$ cat src/timer_pkg.sv
// Package: register map, field layouts and timing constants of the free-running timer
package timer_pkg;

   // ****************************************************************
   // Timing
   // ****************************************************************
   localparam int CLOCK_HZ       = 100_000_000;
   localparam int TICK_NS        = 1000;
   localparam int CYCLES_PER_US  = (CLOCK_HZ / 1_000_000) * TICK_NS / 1000;
   localparam int TICK_1MS_COUNT = 1024;
   localparam int COUNT_WIDTH    = 16;

   // ****************************************************************
   // Register byte offsets
   // ****************************************************************
   localparam logic [7:0] ADDR_COUNT     = 8'h00;
   localparam logic [7:0] ADDR_INTERVAL  = 8'h04;
   localparam logic [7:0] ADDR_CONTROL   = 8'h08;
   localparam logic [7:0] ADDR_STATUS    = 8'h0C;
   localparam logic [7:0] ADDR_MASK      = 8'h10;
   localparam logic [7:0] ADDR_A_RISE    = 8'h14;
   localparam logic [7:0] ADDR_A_FALL    = 8'h18;
   localparam logic [7:0] ADDR_B_RISE    = 8'h1C;
   localparam logic [7:0] ADDR_B_FALL    = 8'h20;

   // ****************************************************************
   // Control fields
   // ****************************************************************
   localparam int CTL_INTERVAL_EN = 0;
   localparam int CTL_RISE_EN_A   = 1;
   localparam int CTL_FALL_EN_A   = 2;
   localparam int CTL_RISE_EN_B   = 3;
   localparam int CTL_FALL_EN_B   = 4;
   localparam int CTL_GANG        = 5;
   localparam int CTL_SHIFT_LSB   = 6;
   localparam int CTL_WIDTH       = 9;
   localparam logic [CTL_WIDTH-1:0] CTL_RESET = 9'h000;

   // ****************************************************************
   // Status and mask bits
   // ****************************************************************
   localparam int ST_INTERVAL = 0;
   localparam int ST_TICK     = 1;
   localparam int ST_WRAP     = 2;
   localparam int ST_CAP_A    = 3;
   localparam int ST_CAP_B    = 4;
   localparam int ST_WIDTH    = 5;

   localparam logic [15:0] INTERVAL_RESET = 16'h0000;

   localparam logic [1:0] RESP_OKAY   = 2'h0;
   localparam logic [1:0] RESP_SLVERR = 2'h2;

   typedef struct packed {
      logic [7:0] rise;
      logic [7:0] fall;
   } capture_pair_type;

endpackage

$ cat src/free_running_timer_capture.sv
// Free-running 16-bit timer with interval, tick, wrap and two capture channels
//
// The register addresses and register access over AXI4-Lite were decided locally.
`timescale 1ns/1ps
`default_nettype none

module free_running_timer_capture (
   input  wire logic        aclk,
   input  wire logic        aresetn,
   input  wire logic [7:0]  s_axi_awaddr,
   input  wire logic        s_axi_awvalid,
   output var  logic        s_axi_awready,
   input  wire logic [31:0] s_axi_wdata,
   input  wire logic [3:0]  s_axi_wstrb,
   input  wire logic        s_axi_wvalid,
   output var  logic        s_axi_wready,
   output var  logic [1:0]  s_axi_bresp,
   output var  logic        s_axi_bvalid,
   input  wire logic        s_axi_bready,
   input  wire logic [7:0]  s_axi_araddr,
   input  wire logic        s_axi_arvalid,
   output var  logic        s_axi_arready,
   output var  logic [31:0] s_axi_rdata,
   output var  logic [1:0]  s_axi_rresp,
   output var  logic        s_axi_rvalid,
   input  wire logic        s_axi_rready,
   input  wire logic        capture_input_a,
   input  wire logic        capture_input_b,
   output var  logic        irq
);

   localparam int US_W = $clog2(timer_pkg::CYCLES_PER_US + 1);
   localparam logic [US_W-1:0] US_LAST = US_W'(timer_pkg::CYCLES_PER_US - 1);
   localparam logic [9:0] TICK_LAST = 10'(timer_pkg::TICK_1MS_COUNT - 1);

   initial begin
      if (timer_pkg::CYCLES_PER_US < 1) begin
         $error("Clock too slow for a one microsecond tick");
      end
   end

   logic [US_W-1:0]                   us_div;
   logic                              us_tick;
   logic [15:0]                       count;
   logic [15:0]                       interval;
   logic [15:0]                       interval_cnt;
   logic [9:0]                        tick_cnt;
   logic [timer_pkg::CTL_WIDTH-1:0]   control;
   logic [timer_pkg::ST_WIDTH-1:0]    status;
   logic [timer_pkg::ST_WIDTH-1:0]    mask;
   logic [timer_pkg::ST_WIDTH-1:0]    events;
   logic [7:0]                        slice;
   logic [2:0]                        shift;
   logic                              gang;
   logic                              rise_a;
   logic                              fall_a;
   logic                              rise_b;
   logic                              fall_b;
   logic                              ev_a;
   logic                              ev_b;
   timer_pkg::capture_pair_type       held_a;
   timer_pkg::capture_pair_type       held_b;
   logic [15:0]                       gang_rise;
   logic [15:0]                       gang_fall;

   // ****************************************************************
   // Microsecond prescaler and free-running counter
   // ****************************************************************
   assign us_tick = (us_div == US_LAST);

   always_ff @(posedge aclk) begin
      if (!aresetn) begin
         us_div <= '0;
      end else if (us_tick) begin
         us_div <= '0;
      end else begin
         us_div <= us_div + US_W'(1);
      end
   end

   always_ff @(posedge aclk) begin
      if (!aresetn) begin
         count <= 16'h0000;
      end else if (us_tick) begin
         count <= count + 16'h0001;
      end
   end

   // ****************************************************************
   // Interval, tick and wrap events
   // ****************************************************************
   // Interval runs off its own down counter; a rewrite takes effect at the next reload, or at once while disabled
   always_ff @(posedge aclk) begin
      if (!aresetn) begin
         interval_cnt <= 16'h0000;
      end else if (!control[timer_pkg::CTL_INTERVAL_EN]) begin
         interval_cnt <= interval;
      end else if (us_tick) begin
         if (interval_cnt == 16'h0000) begin
            interval_cnt <= interval;
         end else begin
            interval_cnt <= interval_cnt - 16'h0001;
         end
      end
   end

   always_ff @(posedge aclk) begin
      if (!aresetn) begin
         tick_cnt <= 10'h000;
      end else if (us_tick) begin
         tick_cnt <= (tick_cnt == TICK_LAST) ? 10'h000 : tick_cnt + 10'h001;
      end
   end

   // In gang mode only channel A sets status; channel B's capture event is dropped
   always_comb begin
      events = '0;
      events[timer_pkg::ST_INTERVAL] = us_tick && control[timer_pkg::CTL_INTERVAL_EN]
                                       && (interval_cnt == 16'h0000);
      events[timer_pkg::ST_TICK]     = us_tick && (tick_cnt == TICK_LAST);
      events[timer_pkg::ST_WRAP]     = us_tick && (count == 16'hFFFF);
      events[timer_pkg::ST_CAP_A]    = ev_a;
      events[timer_pkg::ST_CAP_B]    = ev_b && !gang;
   end

   // ****************************************************************
   // Capture channels
   // ****************************************************************
   assign gang  = control[timer_pkg::CTL_GANG];
   assign shift = control[timer_pkg::CTL_SHIFT_LSB +: 3];
   assign slice = 8'(count >> shift);

   edge_capture cap_a (
      .aclk        (aclk),
      .aresetn     (aresetn),
      .pin         (capture_input_a),
      .rise_en     (control[timer_pkg::CTL_RISE_EN_A]),
      .fall_en     (control[timer_pkg::CTL_FALL_EN_A]),
      .slice       (slice),
      .rise_seen   (rise_a),
      .fall_seen   (fall_a),
      .held        (held_a),
      .event_pulse (ev_a)
   );

   edge_capture cap_b (
      .aclk        (aclk),
      .aresetn     (aresetn),
      .pin         (capture_input_b),
      .rise_en     (control[timer_pkg::CTL_RISE_EN_B]),
      .fall_en     (control[timer_pkg::CTL_FALL_EN_B]),
      .slice       (slice),
      .rise_seen   (rise_b),
      .fall_seen   (fall_b),
      .held        (held_b),
      .event_pulse (ev_b)
   );

   // Ganged: input A's edges latch the whole counter into one 16-bit pair
   always_ff @(posedge aclk) begin
      if (!aresetn) begin
         gang_rise <= 16'h0000;
         gang_fall <= 16'h0000;
      end else if (gang) begin
         if (rise_a && control[timer_pkg::CTL_RISE_EN_A]) begin
            gang_rise <= count;
         end
         if (fall_a && control[timer_pkg::CTL_FALL_EN_A]) begin
            gang_fall <= count;
         end
      end
   end

   // ****************************************************************
   // Interrupt status and output
   // ****************************************************************
   logic        wr_fire;
   logic [7:0]  wr_addr;
   logic [31:0] wr_data;

   always_ff @(posedge aclk) begin
      if (!aresetn) begin
         status <= '0;
      end else begin
         // Set wins over a simultaneous write-one clear
         if (wr_fire && wr_addr == timer_pkg::ADDR_STATUS) begin
            status <= (status & ~wr_data[timer_pkg::ST_WIDTH-1:0]) | events;
         end else begin
            status <= status | events;
         end
      end
   end

   assign irq = |(status & mask);

   // ****************************************************************
   // AXI4-Lite slave
   // ****************************************************************
   logic        aw_held;
   logic        w_held;
   logic [3:0]  wr_strb;
   logic        wr_ok;

   assign s_axi_awready = !aw_held && !s_axi_bvalid;
   assign s_axi_wready  = !w_held && !s_axi_bvalid;
   assign wr_fire       = aw_held && w_held && !s_axi_bvalid;

   always_ff @(posedge aclk) begin
      if (!aresetn) begin
         aw_held <= 1'b0;
         w_held  <= 1'b0;
         wr_addr <= 8'h00;
         wr_data <= 32'h0000_0000;
         wr_strb <= 4'h0;
      end else begin
         if (s_axi_awvalid && s_axi_awready) begin
            aw_held <= 1'b1;
            wr_addr <= s_axi_awaddr;
         end
         if (s_axi_wvalid && s_axi_wready) begin
            w_held  <= 1'b1;
            wr_data <= s_axi_wdata;
            wr_strb <= s_axi_wstrb;
         end
         if (wr_fire) begin
            aw_held <= 1'b0;
            w_held  <= 1'b0;
         end
      end
   end

   always_comb begin
      case (wr_addr)
         timer_pkg::ADDR_INTERVAL,
         timer_pkg::ADDR_CONTROL,
         timer_pkg::ADDR_STATUS,
         timer_pkg::ADDR_MASK: wr_ok = 1'b1;
         default: wr_ok = 1'b0;
      endcase
   end

   // Byte lanes above the low half are ignored; all writable fields sit below bit 16
   always_ff @(posedge aclk) begin
      if (!aresetn) begin
         interval <= timer_pkg::INTERVAL_RESET;
         control  <= timer_pkg::CTL_RESET;
         mask     <= '0;
      end else if (wr_fire) begin
         if (wr_addr == timer_pkg::ADDR_INTERVAL) begin
            if (wr_strb[0]) interval[7:0]  <= wr_data[7:0];
            if (wr_strb[1]) interval[15:8] <= wr_data[15:8];
         end
         if (wr_addr == timer_pkg::ADDR_CONTROL) begin
            if (wr_strb[0]) control[7:0] <= wr_data[7:0];
            if (wr_strb[1]) control[8]   <= wr_data[8];
         end
         if (wr_addr == timer_pkg::ADDR_MASK && wr_strb[0]) begin
            mask <= wr_data[timer_pkg::ST_WIDTH-1:0];
         end
      end
   end

   always_ff @(posedge aclk) begin
      if (!aresetn) begin
         s_axi_bvalid <= 1'b0;
         s_axi_bresp  <= timer_pkg::RESP_OKAY;
      end else if (wr_fire) begin
         s_axi_bvalid <= 1'b1;
         s_axi_bresp  <= wr_ok ? timer_pkg::RESP_OKAY : timer_pkg::RESP_SLVERR;
      end else if (s_axi_bready) begin
         s_axi_bvalid <= 1'b0;
      end
   end

   // Read path: one register stage, answer the cycle after the address is taken
   logic [31:0] rd_mux;
   logic        rd_ok;

   always_comb begin
      rd_ok  = 1'b1;
      rd_mux = 32'h0000_0000;
      case (s_axi_araddr)
         timer_pkg::ADDR_COUNT:    rd_mux[15:0] = count;
         timer_pkg::ADDR_INTERVAL: rd_mux[15:0] = interval;
         timer_pkg::ADDR_CONTROL:  rd_mux[timer_pkg::CTL_WIDTH-1:0] = control;
         timer_pkg::ADDR_STATUS:   rd_mux[timer_pkg::ST_WIDTH-1:0] = status;
         timer_pkg::ADDR_MASK:     rd_mux[timer_pkg::ST_WIDTH-1:0] = mask;
         timer_pkg::ADDR_A_RISE:   rd_mux[15:0] = gang ? gang_rise : {8'h00, held_a.rise};
         timer_pkg::ADDR_A_FALL:   rd_mux[15:0] = gang ? gang_fall : {8'h00, held_a.fall};
         timer_pkg::ADDR_B_RISE:   rd_mux[7:0]  = held_b.rise;
         timer_pkg::ADDR_B_FALL:   rd_mux[7:0]  = held_b.fall;
         default:                  rd_ok = 1'b0;
      endcase
   end

   assign s_axi_arready = !s_axi_rvalid;

   always_ff @(posedge aclk) begin
      if (!aresetn) begin
         s_axi_rvalid <= 1'b0;
         s_axi_rdata  <= 32'h0000_0000;
         s_axi_rresp  <= timer_pkg::RESP_OKAY;
      end else if (s_axi_arvalid && s_axi_arready) begin
         s_axi_rvalid <= 1'b1;
         s_axi_rdata  <= rd_mux;
         s_axi_rresp  <= rd_ok ? timer_pkg::RESP_OKAY : timer_pkg::RESP_SLVERR;
      end else if (s_axi_rready) begin
         s_axi_rvalid <= 1'b0;
      end
   end

endmodule

`default_nettype wire

$ cat src/edge_capture.sv
// Edge capture channel: pin synchroniser, edge detect, rise and fall holding registers
`timescale 1ns/1ps
`default_nettype none

module edge_capture (
   input  wire logic                    aclk,
   input  wire logic                    aresetn,
   input  wire logic                    pin,
   input  wire logic                    rise_en,
   input  wire logic                    fall_en,
   input  wire logic [7:0]              slice,
   output var  logic                    rise_seen,
   output var  logic                    fall_seen,
   output var  timer_pkg::capture_pair_type held,
   output var  logic                    event_pulse
);

   logic [2:0] sync;
   logic       level;

   // ****************************************************************
   // Three-stage synchroniser; a change counts once stages two and three agree
   // ****************************************************************
   always_ff @(posedge aclk) begin
      if (!aresetn) begin
         sync  <= 3'h0;
         level <= 1'b0;
      end else begin
         sync <= {sync[1:0], pin};
         if (sync[1] == sync[2]) begin
            level <= sync[2];
         end
      end
   end

   always_comb begin
      rise_seen = (sync[1] == sync[2]) && sync[2] && !level;
      fall_seen = (sync[1] == sync[2]) && !sync[2] && level;
   end

   // ****************************************************************
   // Separate registers keep both edge times
   // ****************************************************************
   always_ff @(posedge aclk) begin
      if (!aresetn) begin
         held        <= '0;
         event_pulse <= 1'b0;
      end else begin
         event_pulse <= (rise_seen && rise_en) || (fall_seen && fall_en);
         if (rise_seen && rise_en) begin
            held.rise <= slice;
         end
         if (fall_seen && fall_en) begin
            held.fall <= slice;
         end
      end
   end

endmodule

`default_nettype wire

$ cat config.mk
export PLATFORM = sky130hd
export DESIGN_NAME = free_running_timer_capture
export DESIGN_NICKNAME = d
export VERILOG_FILES = /design/src/timer_pkg.sv /design/src/free_running_timer_capture.sv /design/src/edge_capture.sv
export SDC_FILE = /design/constraint.sdc
export NUM_CORES = 1
export LEC_CHECK = 0
export BUFFER_PORTS_ARGS = -buffer_cell sky130_fd_sc_hd__buf_2
export CELL_PAD_IN_SITES_DETAIL_PLACEMENT = 0
export CELL_PAD_IN_SITES_GLOBAL_PLACEMENT = 1
export CORE_MARGIN = 10
export CORE_UTILIZATION = 46
export CTS_BUF_LIST = sky130_fd_sc_hd__clkbuf_2
export DETAILED_ROUTE_END_ITERATION = 7
export PLACE_DENSITY = 0.9
export SLEW_MARGIN = 20
export SYNTH_ARGS = -nofsm -noshare
export SYNTH_HDL_FRONTEND = slang
export SYNTH_HIERARCHICAL = 1
export SYNTH_SLANG_ARGS = --single-unit
$ cat constraint.sdc
create_clock -name aclk -period 2.3 [get_ports aclk]
set_input_delay 0.23 -clock aclk [delete_from_list [all_inputs] [get_ports aclk]]
set_output_delay 0.23 -clock aclk [all_outputs]
set_load 0.05 [all_outputs]
==> results.tsv, run 1 <==
metric	value	unit
clock transition at the registers of the reported paths	0.10	ns
drt first-iter violations	734	
dpl ws	0.1528	ns
Final Wtd Congestion	0.9090	
CTS buffer count	53	
CTS Buffer Depth	3	
met1 GRT Util	0.2553	
clk_skew	0.09306	ns
Pwr Density	580.7	nW/um^2
Yosys Warn Count	6	
WHS Endpoint	s_axi_rdata[5]	
leakage	4.596	nW
Post-Syn Instances	1171	
Final period util	0.9542	
number of max-cap violations	0	
first-pass GRT wire length	46060	um
HP Class	primary input to flop	
Non-Filler Instances	1632	
GR Layer Usage met2	0.3244	
final WL	28650	um
initial antenna violation count	1	
post-route minimum period	2.195	ns
r2r startpoint	s_axi_bvalid	
Die H	166.5	um
DR WL/cell	17.56	um
placed cell count	1475	
Ports	103	
Max Slew Vio Count	0	
setup_tns	0	ns
Pre-antenna DRT Iters	5	
vias in the first global route	8779	
flop2flop setup slack	0.11	ns
clock root cell	clkbuf_2	
share of post-route cells with drive strength above 1	0.1681	
Max H-tree Level	2	
Detail Placement HPWL	19710	um
Storage cell area	4125	sq um
vias per cell	5.537	
die width	166.5	um
post-route setup slack	0.1053	ns
Post-CTS Setup Bufs	0	
worst min-delay path startpoint	s_axi_araddr[3]	
largest net degree at the start of global routing	66	
initial core utilization	0.4681	
antenna-violating nets left	0	
area of the multi-input gates	5215	sq um
Vias	9037	
outcome	finished, final reports clean	
required time worst endpoint	3.08	ns
CP endpoint kind	flop	
r2r endpoint	wr_addr[0]	
RSZ-0062 raised after global routing	false	
Final Hold Viols	0	
clock tree from TritonCTS	done	
CP Class	flop to flop	
Area Overhead vs Synth	17.36	%
Slew HR	0.5482	
Worst R2R Path Depth	6	
Least-Margin Pin Slew	0.6757	ns
GRT Overall Usage	0.1975	
Worst-Skew Late Latency	0.84	ns
I/O Buffers	66	
Fmax	0.4556	GHz
critical path startpoint	s_axi_bvalid	
fillers	1968	
row count	53	
CP max FO	9	
# clock sinks	206	
grt ovf	0	
Cell Area, Synth	9872	sq um
VDD IR-drop max	283.7	uV
Final nets	1394	
Hold Path Cell Cnt	4	
post-layout power	6.728	mW
Mean Syn Cell Area	8.430	sq um
Critical Path Start Type	flop	
GRT Max-Usage Layer	met2	
core box area	21090	sq um
Remaining DRCs	0	
Die ar.	27720	sq um
GR Util met3	0.03883	
CP arrival	2.97	ns
final setup violation count	0	
[metrics by stage]
step	area [sq um]	util	hold slack, ns
2_1_floorplan	9936	-	0.3290
3_3_place_gp	10440	0.4948	0.4154
3_5_place_dp	10440	0.4948	0.4236
4_1_cts	11570	0.5488	0.0005611
5_1_grt	11590	0.5494	0.009270
6_report	11590	0.5494	0.06076
[worst max path at each step]
stage / slack, ns / endpoint / cells past startpoint
floorplan: 0.002 / wr_data[10] / 6
global placement: 0.19 / interval_cnt[4] / 8
detailed placement: 0.15 / interval_cnt[7] / 8
CTS: 0.08 / wr_addr[3] / 6
global route: 0.02 / wr_addr[0] / 6
finish: 0.11 / wr_addr[0] / 6
[metal layers]
layer  wire length, um  up-vias  share of wire
met5                 0        -              0
li1                  -     4375              -
met4               467        0          0.016
met2             13710      298           0.48
met3              1950       47          0.068
met1             12520     4317           0.44
[flip-flops by register name, summed over array words and instances (netlist names), 2 cells and up]
| signal | flops |
|---|---|
| s_axi_rdata | 16 |
| cap_a/sync | 3 |
| cap_a/held | 16 |
| us_div | 7 |
| tick_cnt | 10 |
| status | 5 |
| control | 9 |
| cap_b/sync | 3 |
| gang_fall | 16 |
| count | 16 |
| interval | 16 |
| interval_cnt | 16 |
| wr_data | 16 |
| gang_rise | 16 |
| mask | 5 |
| wr_strb | 2 |
| wr_addr | 8 |
| cap_b/held | 16 |
[critical path: stages (launching register included)]
cell           delay [ns]
dfxtp_1              0.37
nor2_2               0.17
and2_4               0.21
nand2_1              0.08
dlygate4sd3_1        0.57
a21oi_1              0.16
dlygate4sd3_1        0.59
[cell usage in the layout (no fill, tap or decap), types with 14 or more instances in the layout]
cell type,instances
o21ai_0,36
nand2_1,258
conb_1,18
mux2_2,18
inv_1,21
a21oi_1,110
dlygate4sd3_1,69
mux2i_1,81
xnor2_1,15
buf_4,39
dfxtp_1,205
clkbuf_2,70
nand3_1,28
nor2_1,69
buf_2,65
nor3_1,16
clkinv_1,14
[layout make-up]
type                       count  share of cell area
sequential                   206              0.3560
timing repair buffer         176              0.1181
clock buffer                  70             0.03024
tap                          275             0.02970
clock inverter                17            0.008315
antenna                        1           0.0002160
multi-input combinational    865              0.4501
inverter                      22            0.007235
[what timing repair did]
item                       CTS  global route
setup endpoints to repair    0            11
hold endpoints to repair    92             0
hold buffers                69             0
resized for setup            0             8
[report_power, final]
part,switching [mW],total [mW],internal [mW]
registers,0.0559,3.68,3.62
logic,0.404,0.627,0.223
clock network,1.49,2.42,0.936
total,1.94,6.73,4.78
(Power assumes the default switching activity.)
==> inputs of run 2 (changes only) <==
==> constraint.sdc (replaced) <==
create_clock -name aclk -period 2.3 [get_ports aclk]
set_input_delay 0.115 -clock aclk [delete_from_list [all_inputs] [get_ports aclk]]
set_output_delay 0.115 -clock aclk [all_outputs]
set_load 0.05 [all_outputs]
==> results.tsv, run 2 (synthesized netlist as in run 1, its figures left out) <==
metric	value	unit	change
required time worst endpoint	3.04	ns	was 3.08 ns
flop2flop setup slack	0.13	ns	was 0.11 ns
RSZ-0062 raised after global routing	false		unchanged
Storage cell area	4128	sq um	was 4125 sq um
sequential share of power	0.539		was 0.547
placed cell count	1468		was 1475
most common cell after layout, fill and taps aside	nand2_1		unchanged
I/O Buffers	66		unchanged
CP endpoint kind	flop		unchanged
final setup violation count	0		unchanged
share of post-route cells with drive strength above 1	0.1678		was 0.1681
CP arrival	2.99	ns	was 2.97 ns
Die H	166.5	um	unchanged
sw frac	0.2855		was 0.2891
Final Wtd Congestion	0.9105		was 0.9090
Pre-antenna DRT Iters	6		was 5
most frequent cells in the layout	nand2_1 (258), dfxtp_1 (205), a21oi_1 (110)		unchanged
GRT Overall Usage	0.1972		was 0.1975
clock transition at the registers of the reported paths	0.10	ns	about the same
Least-Margin Pin Slew	0.6905	ns	was 0.6757 ns
# clock sinks	206		unchanged
antenna-violating nets left	0		unchanged
Detail Placement HPWL	19560	um	was 19710 um
drt first-iter violations	831		was 734
Final Hold Viols	0		unchanged
CTS Buffer Depth	3		unchanged
CP Class	primary input to flop		was flop to flop
area of the multi-input gates	5220	sq um	was 5215 sq um
initial antenna violation count	3		was 1
Worst-Skew Late Latency	0.81	ns	was 0.84 ns
Critical Path Start Type	primary input		was flop
post-route setup slack	0.04931	ns	was 0.1053 ns
fillers	1916		was 1968
HP Class	primary input to flop		unchanged
initial core utilization	0.4681		unchanged
clock root cell	clkbuf_2		unchanged
Post-CTS Setup Bufs	0		unchanged
Ports	103		unchanged
Slew HR	0.5278		was 0.5482
final WL	28830	um	was 28650 um
clock tree from TritonCTS	done		unchanged
number of max-cap violations	0		unchanged
outcome	finished, final reports clean		unchanged
grt ovf	0		unchanged
post-layout util	0.5564		was 0.5494
largest net degree at the start of global routing	117		was 66
row count	53		unchanged
die width	166.5	um	unchanged
final instance area	11730	sq um	was 11590 sq um
Pwr Density	581.7	nW/um^2	was 580.7 nW/um^2
leakage	4.662	nW	was 4.596 nW
Remaining DRCs	0		unchanged
Non-Filler Instances	1649		was 1632
Die ar.	27720	sq um	unchanged
core box area	21090	sq um	unchanged
DR WL/cell	17.48	um	was 17.56 um
Max Slew Vio Count	0		unchanged
post-layout power	6.825	mW	was 6.728 mW
Final nets	1402		was 1394
Max H-tree Level	2		unchanged
Fmax	0.4443	GHz	was 0.4556 GHz
dpl ws	0.2364	ns	was 0.1528 ns
clock power share	0.365		was 0.360
Vias	9149		was 9037
Final period util	0.9786		was 0.9542
Pint	4.877	mW	was 4.783 mW
switching power	1.949	mW	was 1.945 mW
clk_skew	0.06789	ns	was 0.09306 ns
VDD IR-drop max	267.1	uV	was 283.7 uV
setup_tns	0	ns	unchanged
Area Overhead vs Synth	18.86	%	was 17.36%
combinational power share	0.096		was 0.093
CTS buffer count	52		was 53
vias per cell	5.548		was 5.537
CP max FO	10		was 9
DP Area	10380	sq um	was 10440 sq um
vias in the first global route	8623		was 8779
post-route minimum period	2.251	ns	was 2.195 ns
first-pass GRT wire length	45640	um	was 46060 um
Fin Hold WS	0.1556	ns	was 0.06076 ns
-- run 2: layer usage --
metal  vias up  share of wire  global-route usage
li1       4400              -                   -
met1      4376           0.43              0.2561
met2       332           0.48              0.3196
met3        41          0.073             0.04024
met4         0          0.021             0.06606
met5         -              0                   0
-- run 2: power by group through the flow --
stage               Sequential, mW  Clock (mW)  Combinational [mW]
floorplan                     3.79           0               0.356
global placement              3.76           0               0.506
detailed placement            3.76           0               0.510
CTS                           3.68        2.58               0.635
global route                  3.69        2.76               0.704
finish                        3.68        2.49               0.659
-- run 2: final cells by class --
| class | instances | area share |
|---|---|---|
| clock inverter | 15 | 0.007358 |
| tap | 275 | 0.02932 |
| antenna | 3 | 0.0006398 |
| clock buffer | 78 | 0.03327 |
| sequential | 206 | 0.3518 |
| inverter | 22 | 0.007144 |
| timing repair buffer | 185 | 0.1256 |
| multi-input combinational | 865 | 0.4449 |
-- run 2: final timing paths --
path                     start         endpoint  depth (start not counted)
min            s_axi_araddr[1]  s_axi_rdata[13]                          5
min reg2reg  cap_b/event_pulse        status[4]                          2
max            s_axi_araddr[0]   s_axi_rdata[3]                          8
max reg2reg       s_axi_bvalid       wr_addr[0]                          6
-- run 2: repair_timing --
action / 4_1_cts / 5_1_grt
endpoints found under the hold margin: 138 / 0
hold buffers: 86 / 0
setup endpoints to repair: 0 / 9
resized for setup: 0 / 6
-- run 2: critical path, cell delays in order --
cell,delay [ns]
dlygate4sd3_1,0.54
buf_2,0.13
or4_4,0.64
nor3_4,0.52
nand2_1,0.21
nand3_1,0.14
a2bb2oi_1,0.14
dlygate4sd3_1,0.55
